===== src/design/chgsr_pkg.sv =====
package chgsr_pkg;
  // register addresses
  localparam logic [7:0] CHGSR_COND_ADDR   = 8'h0a;
  localparam logic [7:0] CHGSR_RSTID_ADDR  = 8'h0b;
  // condition status field positions
  localparam int CHGSR_ATTACH_BIT   = 7;
  localparam int CHGSR_VLOOP_BIT    = 6;
  localparam int CHGSR_ILOOP_BIT    = 5;
  localparam int CHGSR_TOPOFF_BIT   = 3;
  localparam int CHGSR_OVP_BIT      = 2;
  localparam int CHGSR_VMASK_BIT    = 1;
  localparam int CHGSR_IMASK_BIT    = 0;
  // reset and identity field positions
  localparam int CHGSR_REGRST_BIT   = 7;
  localparam int CHGSR_PN_LSB       = 3;
  localparam int CHGSR_REV_LSB      = 0;
  // reset values
  localparam logic CHGSR_VMASK_RST  = 1'b0;
  localparam logic CHGSR_IMASK_RST  = 1'b0;
  // thermistor fault codes in boost mode
  localparam logic [2:0] CHGSR_NTC_NORMAL = 3'h0;
  localparam logic [2:0] CHGSR_NTC_COLD   = 3'h5;
  localparam logic [2:0] CHGSR_NTC_HOT    = 3'h6;
  // register reset sequence states
  typedef enum logic [1:0] {CHGSR_IDLE, CHGSR_CLEAR, CHGSR_DONE} chgsr_state_t;
endpackage


===== src/design/chgsr_edge.sv =====
// one-cycle pulse on a rising edge of a loop flag, gated by its mask
module chgsr_edge
  import chgsr_pkg::*;
(
  input  wire logic mclk,
  input  wire logic rst_b,
  input  wire logic level,
  input  wire logic mask,
  output logic      pulse
);
  logic prev_r;
  logic prev_nxt;

  // previous level
  always_comb begin
    prev_nxt = level;
  end

  always_ff @(posedge mclk or negedge rst_b) begin
    if (!rst_b) begin
      prev_r <= 1'b0;
    end else begin
      prev_r <= prev_nxt;
    end
  end

  // pulse only while unmasked
  assign pulse = level & ~prev_r & ~mask;
endmodule


===== src/design/chgsr_regs.sv =====
// Functional notes
// - Bit 7 of the condition status register reads 1 while an input supply is attached.
// - Bit 6 of the condition status register reads 1 while the input-voltage loop is active.
// - Bit 5 of the condition status register reads 1 while the input-current loop is active.
// - Bit 3 of the condition status register reads 1 while the top-off timer is counting.
// - Bit 2 of the condition status register reads 1 while the input is in overvoltage.
// - Mask bit 1 blocks the voltage-loop interrupt pulse when 1, resets to 0.
// - Mask bit 0 blocks the current-loop interrupt pulse when 1, resets to 0.
// - Writing 1 to bit 7 of the reset register restores defaults and restarts the safety timer.
// - The register-reset bit clears itself once the reset is done, so later reads give 0.
// - In boost mode the thermistor fault field reads 101 for cold, 110 for hot, 000 normal.
module chgsr_regs
  import chgsr_pkg::*;
#(
  parameter logic [3:0] PART_NUMBER = 4'h9, // arbitrary value
  parameter logic [1:0] REVISION    = 2'h2  // arbitrary value
)(
  input  wire logic       mclk,
  input  wire logic       rst_b,
  input  wire logic [7:0] reg_addr,
  input  wire logic       reg_wr,
  input  wire logic       reg_rd,
  input  wire logic [7:0] reg_wdata,
  output logic      [7:0] reg_rdata,
  input  wire logic       input_attached_flag,
  input  wire logic       input_voltage_loop_flag,
  input  wire logic       input_current_loop_flag,
  input  wire logic       topoff_counting_flag,
  input  wire logic       input_overvoltage_flag,
  input  wire logic       boost_mode,
  input  wire logic       ntc_cold,
  input  wire logic       ntc_hot,
  output logic      [2:0] thermistor_fault_field,
  output logic            voltage_loop_irq,
  output logic            current_loop_irq,
  output logic            defaults_restore,
  output logic            safety_timer_restart
);
  logic         vmask_r;
  logic         vmask_nxt;
  logic         imask_r;
  logic         imask_nxt;
  logic         regrst_r;
  logic         regrst_nxt;
  chgsr_state_t state_r;
  chgsr_state_t state_nxt;
  logic [7:0]   rdata_r;
  logic [7:0]   rdata_nxt;
  logic [2:0]   ntc_r;
  logic [2:0]   ntc_nxt;
  logic [7:0]   cond_val;
  logic [7:0]   rstid_val;
  logic         wr_cond;
  logic         wr_rst;
  // per-loop edge detector wiring, bit 1 voltage and bit 0 current
  localparam int LOOPS = 2;
  logic [1:0]   loop_level;
  logic [1:0]   loop_mask;
  logic [1:0]   loop_irq;

  assign wr_cond = reg_wr && (reg_addr == CHGSR_COND_ADDR);
  assign wr_rst  = reg_wr && (reg_addr == CHGSR_RSTID_ADDR) && reg_wdata[CHGSR_REGRST_BIT];

  // live read values, reserved bits zero
  always_comb begin
    cond_val = 8'h00;
    cond_val[CHGSR_ATTACH_BIT] = input_attached_flag;
    cond_val[CHGSR_VLOOP_BIT]  = input_voltage_loop_flag;
    cond_val[CHGSR_ILOOP_BIT]  = input_current_loop_flag;
    cond_val[CHGSR_TOPOFF_BIT] = topoff_counting_flag;
    cond_val[CHGSR_OVP_BIT]    = input_overvoltage_flag;
    cond_val[CHGSR_VMASK_BIT]  = vmask_r;
    cond_val[CHGSR_IMASK_BIT]  = imask_r;
    rstid_val = 8'h00;
    rstid_val[CHGSR_REGRST_BIT] = regrst_r;
    rstid_val[CHGSR_PN_LSB +: 4]  = PART_NUMBER;
    rstid_val[CHGSR_REV_LSB +: 2] = REVISION;
  end

  // register reset sequence and mask fields
  always_comb begin
    vmask_nxt  = vmask_r;
    imask_nxt  = imask_r;
    regrst_nxt = regrst_r;
    state_nxt  = state_r;
    unique case (state_r)
      CHGSR_IDLE: begin
        if (wr_rst) begin
          regrst_nxt = 1'b1;
          state_nxt  = CHGSR_CLEAR;
        end else if (wr_cond) begin
          // only the masks take write data
          vmask_nxt = reg_wdata[CHGSR_VMASK_BIT];
          imask_nxt = reg_wdata[CHGSR_IMASK_BIT];
        end
      end
      CHGSR_CLEAR: begin
        vmask_nxt = CHGSR_VMASK_RST;
        imask_nxt = CHGSR_IMASK_RST;
        state_nxt = CHGSR_DONE;
      end
      CHGSR_DONE: begin
        regrst_nxt = 1'b0;
        state_nxt  = CHGSR_IDLE;
      end
      // an illegal code drops back to idle
      default: begin
        regrst_nxt = 1'b0;
        state_nxt  = CHGSR_IDLE;
      end
    endcase
  end

  always_ff @(posedge mclk or negedge rst_b) begin
    if (!rst_b) begin
      vmask_r  <= CHGSR_VMASK_RST;
      imask_r  <= CHGSR_IMASK_RST;
      regrst_r <= 1'b0;
      state_r  <= CHGSR_IDLE;
    end else begin
      vmask_r  <= vmask_nxt;
      imask_r  <= imask_nxt;
      regrst_r <= regrst_nxt;
      state_r  <= state_nxt;
    end
  end

  assign defaults_restore     = (state_r == CHGSR_CLEAR);
  assign safety_timer_restart = (state_r == CHGSR_CLEAR);

  // read data and thermistor field registered
  always_comb begin
    rdata_nxt = rdata_r;
    if (reg_rd) begin
      if (reg_addr == CHGSR_COND_ADDR) begin
        rdata_nxt = cond_val;
      end else if (reg_addr == CHGSR_RSTID_ADDR) begin
        rdata_nxt = rstid_val;
      end else begin
        rdata_nxt = 8'h00;
      end
    end
    ntc_nxt = CHGSR_NTC_NORMAL;
    if (boost_mode && ntc_cold) begin
      ntc_nxt = CHGSR_NTC_COLD;
    end else if (boost_mode && ntc_hot) begin
      ntc_nxt = CHGSR_NTC_HOT;
    end
  end

  always_ff @(posedge mclk or negedge rst_b) begin
    if (!rst_b) begin
      rdata_r <= 8'h00;
      ntc_r   <= CHGSR_NTC_NORMAL;
    end else begin
      rdata_r <= rdata_nxt;
      ntc_r   <= ntc_nxt;
    end
  end

  assign reg_rdata              = rdata_r;
  assign thermistor_fault_field = ntc_r;

  // loop levels and masks packed per loop, bit 1 voltage and bit 0 current
  assign loop_level = {input_voltage_loop_flag, input_current_loop_flag};
  assign loop_mask  = {vmask_r, imask_r};

  // one edge detector per regulation loop, gated by its own mask bit
  for (genvar g = 0; g < LOOPS; g++) begin : g_loop_edge
    chgsr_edge chgsr_edge_i (
      .mclk  (mclk),
      .rst_b (rst_b),
      .level (loop_level[g]),
      .mask  (loop_mask[g]),
      .pulse (loop_irq[g])
    );
  end

  // interrupt pulses back out on their own ports
  assign voltage_loop_irq = loop_irq[1];
  assign current_loop_irq = loop_irq[0];
endmodule


===== config.mk =====
export PLATFORM = sky130hd
export DESIGN_NAME = chgsr_regs
export DESIGN_NICKNAME = d
export VERILOG_FILES = /design/src/design/chgsr_pkg.sv /design/src/design/chgsr_edge.sv /design/src/design/chgsr_regs.sv
export SDC_FILE = /design/constraint.sdc
export NUM_CORES = 1
export LEC_CHECK = 0
export ABC_AREA = 0
export BUFFER_PORTS_ARGS = -buffer_cell sky130_fd_sc_hd__buf_2
export CORE_MARGIN = 2
export CORE_UTILIZATION = 38
export DETAILED_ROUTE_END_ITERATION = 6
export MAX_ROUTING_LAYER = met4
export PLACE_DENSITY = 0.74
export SLEW_MARGIN = 20
export SYNTH_ARGS = -nofsm -noshare
export SYNTH_HDL_FRONTEND = slang
export SYNTH_SLANG_ARGS = --single-unit

===== constraint.sdc =====
create_clock -name mclk -period 0.9 [get_ports mclk]
set_input_delay 0.18 -clock mclk [delete_from_list [all_inputs] [get_ports mclk]]
set_output_delay 0.18 -clock mclk [all_outputs]
set_load 0.1 [all_outputs]

# Word level (Yosys, flattened, before mapping)
# Index checks and enable logic that the tools add are counted.
[totals] reg_bits=18 latch_bits=0 ramBits=0 mem_bits_ro=0 in_bits=28 out_inout_bits=15 elab_cells=46 mem_count=0
[op_classes] add_sub_neg=0 mul=0 div=0 order_cmp=0 eq_ne=6 shifts=0 n_mux=14 n_bitwise=9 reduce_logical=9
[ops] operator="8-bit by 4-bit equality test with 1-bit output, second input constant" count=2
[ops] operator="8-bit two-way mux" count=2
[ops] operator="3-bit two-way mux" count=2
[ops] operator="2-bit inequality test, second input constant" count=3
[ops] operator="1-bit one-hot mux with 2 select lines" count=3
[ops] operator="1-bit logical AND" count=5
[ops] operator="1-bit two-way mux" count=5
[ops] operator="1-bit NOT" count=5
[ops] operator="1-bit bitwise AND" count=4
[ops] operator="2-bit one-hot mux with 2 select lines" count=1
[ops] operator="3-bit AND reduction" count=1
[ops] operator="2-bit by 1-bit equality test with 1-bit output, second input constant" count=1
[ops] operator="2-bit zero test" count=1
[ops] operator="2-bit two-way mux" count=1
[ops] operator="2-bit AND reduction" count=1
[ops] operator="2-bit nonzero test" count=1

# Longest topological paths before layout
# Gate-level depths: netlist of the first run.
[logic_depth] word_depth=5 mapped_depth=5 depth_no_buf=4

# Cells and area by module
# A second synthesis of the first run with hierarchy kept.
[unflattened] hier_cells=66 area_unflattened_um2=743.2
[modules_own_cells] module="chgsr_regs" instances=1 cells_per_inst=62 area_each_um2=668.1 seq_area_each_um2=375.4
[modules_own_cells] module="chgsr_edge" instances=2 cells_per_inst=2 area_each_um2=37.5 seq_area_each_um2=25.0

# Worst setup path after synthesis of the first run
# No wires, ideal clock.
[synth_path] kind="flip-flop to output port" startpoint="register imask_r" endpoint="output port current_loop_irq" arrival_time_ps=2588 t_required_ps=720 slack_ps=-1868 stages_incl_launch_ff=2 n_path_buf=0 cell_sequence="dfrtp_1 > nor3b_1"
[synth_between] elab_chain_cells=2
[synth_rtl] element="start: declaration" line_no="chgsr_regs.sv:41" rtl="logic imask_r;"
[synth_rtl] element="start signal: assignment" line_no="chgsr_regs.sv:122" rtl="imask_r <= imask_nxt;"
[synth_rtl] element="1-bit NOT" line_no="chgsr_edge.sv:28" rtl="assign pulse = level & ~prev_r & ~mask;"
[synth_rtl] element="1-bit bitwise AND" line_no="chgsr_edge.sv:28"
[synth_rtl] element="end: declaration" line_no="chgsr_regs.sv:35" rtl="output logic current_loop_irq,"
# No other way between the ends.

# Final worst setup path of the first run
[layout_path] startpoint="register vmask_r" endpoint="output port voltage_loop_irq"
[layout_between] elab_chain_cells=2
[layout_rtl] element="start: declaration" line_no="chgsr_regs.sv:39" rtl="logic vmask_r;"
[layout_rtl] element="start signal: assignment" line_no="chgsr_regs.sv:121" rtl="vmask_r <= vmask_nxt;"
[layout_rtl] element="1-bit NOT" line_no="chgsr_edge.sv:28"
[layout_rtl] element="1-bit bitwise AND" line_no="chgsr_edge.sv:28"
[layout_rtl] element="end: declaration" line_no="chgsr_regs.sv:34" rtl="output logic voltage_loop_irq,"
# No other way between the ends.

==> results of run 1 <==
through the flow:
step | TNS (ns) | util [%] | std cells | total power, mW
6_report | -4.69 | 75.2 | 151 | 1.55
2_1_floorplan | -2.75 | - | 71 | 0.975
4_1_cts | -4.38 | 72.7 | 147 | 1.56
3_5_place_dp | -4.10 | 66.1 | 137 | 1.13
5_1_grt | -5.52 | 75.2 | 151 | 1.62
3_3_place_gp | -3.41 | 66.1 | 137 | 1.12
cell families after synthesis:
family,Yosys count,synth area share [%]
buffers and inverters,14,8.49
other,1,0.499
muxes,1,1.50
AOI/OAI and AO/OA,14,11.6
and+or+nand+nor,24,21.3
DFF,17,56.6
synth_stat cells, drive strengths merged, types with 2 or more instances:
cell type / number
nor3b: 2
buf: 3
nand2: 4
dfrtp: 17
nand4: 3
nor2: 3
and4b: 2
and2: 2
o211ai: 3
inv: 10
o311ai: 2
nand3: 4
o21ai: 7
power by group through the flow:
stage / combinational, mW / sequential (mW) / clock [mW]
2_1_floorplan: 0.106 / 0.869 / 0
3_3_place_gp: 0.305 / 0.815 / 0
3_5_place_dp: 0.312 / 0.816 / 0
4_1_cts: 0.328 / 0.801 / 0.426
5_1_grt: 0.354 / 0.803 / 0.464
6_report: 0.337 / 0.801 / 0.409
flip-flops by register name, summed over array words and instances, names as in the netlist:
name	count
regrst_r	1
vmask_r	1
thermistor_fault_field	3
reg_rdata	7
g_loop_edge.chgsr_edge_i.prev_r	2
state_r	2
imask_r	1
cell usage in the layout (no fill, tap or decap), types with 2 or more instances in the layout:
| cell type | n |
|---|---|
| buf_12 | 15 |
| buf_2 | 20 |
| buf_4 | 10 |
| buf_6 | 7 |
| clkbuf_4 | 3 |
| dfrtp_1 | 7 |
| dfrtp_2 | 7 |
| dfrtp_4 | 3 |
| inv_1 | 9 |
| nand2_1 | 4 |
| nand3_1 | 3 |
| nand4_1 | 2 |
| nor2_1 | 2 |
| nor3b_4 | 2 |
| o211ai_1 | 3 |
| o21ai_0 | 2 |
| o21ai_1 | 4 |
worst reg2reg max path, cell delays in order, from the launching register on:
cell	delay [ns]
dfrtp_1	0.43
buf_4	0.16
buf_6	0.11
and4b_1	0.23
a21oi_1	0.07
nor2_1	0.09
final timing paths:
kind / to / slack (ns)
max: voltage_loop_irq / -0.43
min: g_loop_edge[0].chgsr_edge_i.prev_r / 0.02
max reg2reg: regrst_r / -0.27
min reg2reg: regrst_r / 0.53
max in group asynchronous: reg_rdata[7] / 0.26
min in group asynchronous: g_loop_edge[1].chgsr_edge_i.prev_r / 0.33
layer usage:
layer | global-route usage, % | routed length [microns] | vias up
met4 | 9.52 | 38 | 0
met3 | 2.78 | 122 | 6
met5 | - | 0 | -
met1 | 23.8 | 837 | 352
li1 | - | - | 347
met2 | 34.0 | 1070 | 36
area by class of cell:
type                       count  area [sq um]
timing repair buffer          53           564
clock buffer                   3          22.5
clock inverter                 1          5.00
inverter                      10          41.3
fill                         142           477
sequential                    17           445
tap                           27          33.8
multi-input combinational     40           333
what timing repair did:
item                                    4_1_cts  5_1_grt
endpoints found under the setup margin       22       24
gates resized for setup                      13        8
hold buffers                                  1        0
buffers inserted                              5        4
pin swaps                                     7        5
hold endpoints to repair                     17        0
==> metrics.md, run 1 <==
| Metric | Value |
|---|---|
| Portion of the post-synthesis area used by sequential elements | `56.6%` |
| Async set-reset flop share out of synthesis | `100%` |
| Type of the worst setup path | `flop to output pin` |
| Net Count, Synth | `99` |
| Count of input and output buffers | `36` |
| Startpoint class of the critical path | `flop` |
| Wire length after detailed routing | `2.06 mm` |
| Clock tree from TritonCTS | `yes` |
| Clock transition at the registers of the reported paths | `0.11 ns` |
| Vias | `741` |
| Minimum setup slack after placement | `-0.393 ns` |
| Cell count of the worst hold path | `1` |
| Area of the core region | `1920 sq um` |
| Final Hold Viols | `0` |
| Crit path cell chain | `nor3b_4, buf_12` |
| RSZ-0062 raised after global routing | `true` |
| Largest net degree at the start of global routing | `18` |
| Overall die width | `48.5 microns` |
| Fin area | `1450 sq um` |
| Sink count of the clock tree | `17` |
| Remaining antenna violation count after routing | `0` |
| Violations in the final reports | `negative setup slack` |
| Full die area | `2350 sq um` |
| Number of I/O pins | `43` |
| Final worst hold slack | `0.0157 ns` |
| Maximum clock frequency | `753 MHz` |
| Required time of the critical path | `0.72 ns` |
| Slowest-stage cell, CP | `dfrtp_1` |
| Gp weighted congestion | `0.812` |
| CP Depth | `2` |
| Initial Utilization | `39.1%` |
| Critical Path Start | `vmask_r` |
| Number of H-tree levels | `1` |
| Signed area change from the synthesized netlist to the final layout | `92.2%` |
| Power density over the cells | `1070 nW/um^2` |
| Largest cells by area after synthesis | `dfrtp_1, inv_1, o21ai_0, buf_4, o211ai_1` |
| Via-to-Cell Ratio | `4.91` |
| Arrival @ worst endpoint | `1.15 ns` |
| DPL Wire Length | `1.46 mm` |
| Share of final-layout standard cells stronger than drive strength 1 | `65.3%` |
| Number of cells on the worst reg-to-reg path | `5` |
| Total of warnings raised by yosys | `0` |
| Initial DRT Pass Iterations | `4` |
| Final setup violation count | `19` |
| Sequential power share | `51.8%` |
| Number of global-route vias before repair | `776` |
| Commonest register cell after synthesis | `dfrtp_1` |
| Detailed router's first-iteration violation count | `10` |
| Distinct cell type count after synthesis | `23` |
| Drc violations | `0` |
| Standard-cell row count | `16` |
| Total CTS buffers | `3` |
| Post-detailed-placement cell area | `1270 sq um` |
| Combined area of all synthesized cells | `752 sq um` |
| Post-route minimum period | `1.33 ns` |
| Net Switching | `0.460 mW` |
| Number of instances in the synthesized netlist | `71` |
| Flop and latch count out of synthesis | `17` |
| Period utilisation layout | `147%` |
| Portion of total power attributed to combinational logic | `21.8%` |
| Post-synth EDFFs | `0` |
| Element type at the critical path end | `output pin` |
| Number of inserted diodes | `0` |
| Largest buffer count on any clock path | `2` |
| Wire length of the first global-routing pass | `3.51 mm` |
| Avg Cell Area, Syn | `10.6 sq um` |
| Number of antenna violations at the first check in global routing | `0` |
| Internal power summed over all cells | `1.09 mW` |
| Outcome | `complete, but fails checks` |
| P_leak | `0.651 nW` |
| Fraction of power spent switching nets | `29.7%` |
| Clock network power share | `26.4%` |
| Root cell of the clock tree | `clkbuf_4` |
| Worst stage delay on the critical path | `0.43 ns` |
| Number of buffer and inverter instances along the worst setup path | `1` |
| Global route overflow | `0` |
| Max Cap Viol | `0` |
| NumNets Final | `153` |
| Die outline height | `48.5 microns` |
| Yosys top cell by area | `dfrtp_1` |
| Number of pins with negative max-slew slack in the final report | `0` |
| Crit Path Max Fanout | `2` |
| Hold/Removal Path Class | `input port to flop` |
| Total routing resource utilization after global routing | `20.1%` |
| Clock Skews | `0.0121 ns` |
| Worst IR Drop VDD | `1.09 mV` |
| Area share of the leading cell type in the synthesized netlist | `56.6%` |
| Launch point of the worst hold path | `input_current_loop_flag` |
| Source-to-sink clock delay at the later pin of the worst-skew pair | `0.29 ns` |
| Drt wl/cell | `13.7 microns` |
| Crit path setup slack, layout | `-0.427 ns` |
| Launch instance of the worst register-to-register path | `state_r[0]` |
| Crit-path leading delay family | `flip-flops` |
No activity file was read; power rests on OpenSTA's default activity.
==> run 2: changes to the inputs <==
- PLACE_DENSITY: 0.74 -> 0.75
==> run 2 against run 1 <==
The flow still finishes with violations (negative setup slack). Maximum frequency up 1.1%. Critical path depth unchanged. Combinational power up 2%. Register-to-register slack better by 0.09 ns. Worst setup slack better by 0.014 ns. Critical endpoint unchanged.
==> metrics.md, run 2 (synthesized netlist as in run 1, its figures left out) <==
| Metric | Value |
|---|---|
| Launch instance of the worst register-to-register path | `state_r[0] (unchanged)` |
| Total of fill cells in the finished design | `145 (was 142)` |
| Final total negative setup slack | `-4.21 ns (was -4.69 ns)` |
| Crit Path Max Fanout | `1 (was 2)` |
| Power density over the cells | `1090 nW/um^2 (was 1070 nW/um^2)` |
| Share of final-layout standard cells stronger than drive strength 1 | `64.2% (was 65.3%)` |
| Detailed router's first-iteration violation count | `14 (was 10)` |
| Wire length after detailed routing | `2.12 mm (was 2.06 mm)` |
| Number of global-route vias before repair | `736 (was 776)` |
| Arrival @ worst endpoint | `1.13 ns (was 1.15 ns)` |
| Number of antenna violations at the first check in global routing | `0 (unchanged)` |
| Largest net degree at the start of global routing | `18 (unchanged)` |
| Post-route minimum period | `1.31 ns (was 1.33 ns)` |
| Global route overflow | `0 (unchanged)` |
| Element type at the critical path end | `output pin (unchanged)` |
| Crit path setup slack, layout | `-0.413 ns (was -0.427 ns)` |
| Vias | `731 (was 741)` |
| P_leak | `0.632 nW (was 0.651 nW)` |
| Total routing resource utilization after global routing | `19.7% (was 20.1%)` |
| Number of pins with negative max-slew slack in the final report | `0 (unchanged)` |
| Overall die width | `48.5 microns (unchanged)` |
| Count of input and output buffers | `36 (unchanged)` |
| Launch point of the worst hold path | `input_current_loop_flag (unchanged)` |
| Period utilisation layout | `146% (was 147%)` |
| Fin area | `1410 sq um (was 1450 sq um)` |
| Source-to-sink clock delay at the later pin of the worst-skew pair | `0.29 ns (about the same)` |
| Max Cap Viol | `0 (unchanged)` |
| Root cell of the clock tree | `clkbuf_4 (unchanged)` |
| Hold/Removal Path Class | `input port to flop (unchanged)` |
| Startpoint class of the critical path | `flop (unchanged)` |
| Area of the core region | `1920 sq um (unchanged)` |
| Required time of the critical path | `0.72 ns (about the same)` |
| Most frequent cells in the layout | `buf_2, buf_12, inv_1 (was buf_2, buf_12, buf_4)` |
| R2R Path End | `regrst_r (unchanged)` |
| Initial Utilization | `39.1% (unchanged)` |
| Endpoint, Worst Hold | `g_loop_edge[0].chgsr_edge_i.prev_r (unchanged)` |
| Gp weighted congestion | `0.784 (was 0.812)` |
| Number of cells on the worst reg-to-reg path | `4 (was 5)` |
| Number of inserted diodes | `0 (unchanged)` |
| Final Hold Viols | `0 (unchanged)` |
| Register area | `445 sq um (unchanged)` |
| Remaining antenna violation count after routing | `0 (unchanged)` |
| Drt wl/cell | `14.4 microns (was 13.7 microns)` |
| Number of I/O pins | `43 (unchanged)` |
| Largest buffer count on any clock path | `2 (unchanged)` |
| Sink count of the clock tree | `17 (unchanged)` |
| Final setup violation count | `22 (was 19)` |
| Full die area | `2350 sq um (unchanged)` |
| DPL Wire Length | `1.42 mm (was 1.46 mm)` |
| Total area of multi-input combinational cells | `348 sq um (was 333 sq um)` |
| Worst R2R Setup Slack | `-0.18 ns (was -0.27 ns)` |
| Drc violations | `0 (unchanged)` |
| Final total power | `1.55 mW (about the same)` |
| Wire length of the first global-routing pass | `3.38 mm (was 3.51 mm)` |
| Most common cell after layout, fill and taps aside | `buf_2 (unchanged)` |
| Die outline height | `48.5 microns (unchanged)` |
| Clock transition at the registers of the reported paths | `0.10 ns (was 0.11 ns)` |
| Worst IR Drop VDD | `1.10 mV (was 1.09 mV)` |
| Total CTS buffers | `3 (unchanged)` |
| Initial DRT Pass Iterations | `4 (unchanged)` |
| Via-to-Cell Ratio | `4.97 (was 4.91)` |
| Violations in the final reports | `negative setup slack (unchanged)` |
| Outcome | `complete, but fails checks (unchanged)` |
| Standard-cell row count | `16 (unchanged)` |
| Clock Skews | `0.00915 ns (was 0.0121 ns)` |
| Max FFs per register | `7 (unchanged)` |
| Number of H-tree levels | `1 (unchanged)` |
| Signed area change from the synthesized netlist to the final layout | `88.0% (was 92.2%)` |
| NumNets Final | `149 (was 153)` |
| Maximum clock frequency | `761 MHz (was 753 MHz)` |
| Clock tree from TritonCTS | `yes (unchanged)` |
| Cell count of the worst hold path | `1 (unchanged)` |
| Minimum setup slack after placement | `-0.413 ns (was -0.393 ns)` |
| RSZ-0062 raised after global routing | `true (unchanged)` |
| Type of the worst setup path | `flop to output pin (unchanged)` |
| Post-detailed-placement cell area | `1270 sq um (unchanged)` |
run 2: cell types whose count changed in the layout (fill, tap and decap cells not counted):
cell,before,now
and2_1,1,2
and2_4,1,0
buf_12,15,14
buf_4,10,8
buf_6,7,6
o21ai_0,2,3
o21ai_1,4,3
o311ai_1,1,0
o311ai_4,0,1
run 2: timing repair:
item,4_1_cts,5_1_grt
pin swaps,7,7
gates resized for setup,15,4
hold buffers,1,0
setup endpoints to repair,22,22
buffers inserted,5,2
endpoints found under the hold margin,17,0
run 2: stage by stage:
stage	cells	utilization [%]	hold slack, ns
3_3_place_gp	137	66.1	0.115
2_1_floorplan	71	-	-0.116
6_report	147	73.6	0.0266
4_1_cts	146	72.3	0.0190
3_5_place_dp	137	66.1	0.122
5_1_grt	147	73.6	0.00941
run 2: layer usage:
metal / GRT usage [%] / routed length, microns / up-vias / part of all wire, %
met5: - / 0 / - / 0
met2: 32.9 / 1120 / 31 / 53
met4: 7.14 / 43 / 0 / 2.0
met3: 4.94 / 130 / 6 / 6.1
met1: 23.1 / 824 / 350 / 39
li1: - / - / 344 / -
run 2: worst max-delay path: stages (launching register included):
cell     delay [ns]
dfrtp_1        0.41
nor3b_4        0.23
buf_12         0.20
run 2: cell type report:
cell class,instances,share of cell area (%)
Clock buffer,3,1.59
Sequential cell,17,31.5
Inverter,10,2.92
Clock inverter,1,0.354
Tap cell,27,2.39
Multi-Input combinational cell,40,24.6
Timing Repair Buffer,49,36.6
run 2: power breakdown:
part	internal [mW]	switching [mW]	total [mW]	leakage [nW]
combinational	0.139	0.204	0.343	0.402
sequential	0.783	0.0161	0.799	0.212
clock	0.165	0.237	0.403	0.0177
run 2: how the worst max path moves through the flow:
stage	to	slack (ns)	cells past startpoint	from
2_1_floorplan	safety_timer_restart	-0.62	3	state_r[1]
3_3_place_gp	state_r[0]	-0.36	5	reg_addr[7]
3_5_place_dp	state_r[0]	-0.41	5	reg_addr[7]
4_1_cts	voltage_loop_irq	-0.42	2	g_loop_edge[1].chgsr_edge_i.prev_r
5_1_grt	voltage_loop_irq	-0.47	2	g_loop_edge[1].chgsr_edge_i.prev_r
6_report	voltage_loop_irq	-0.41	2	g_loop_edge[1].chgsr_edge_i.prev_r
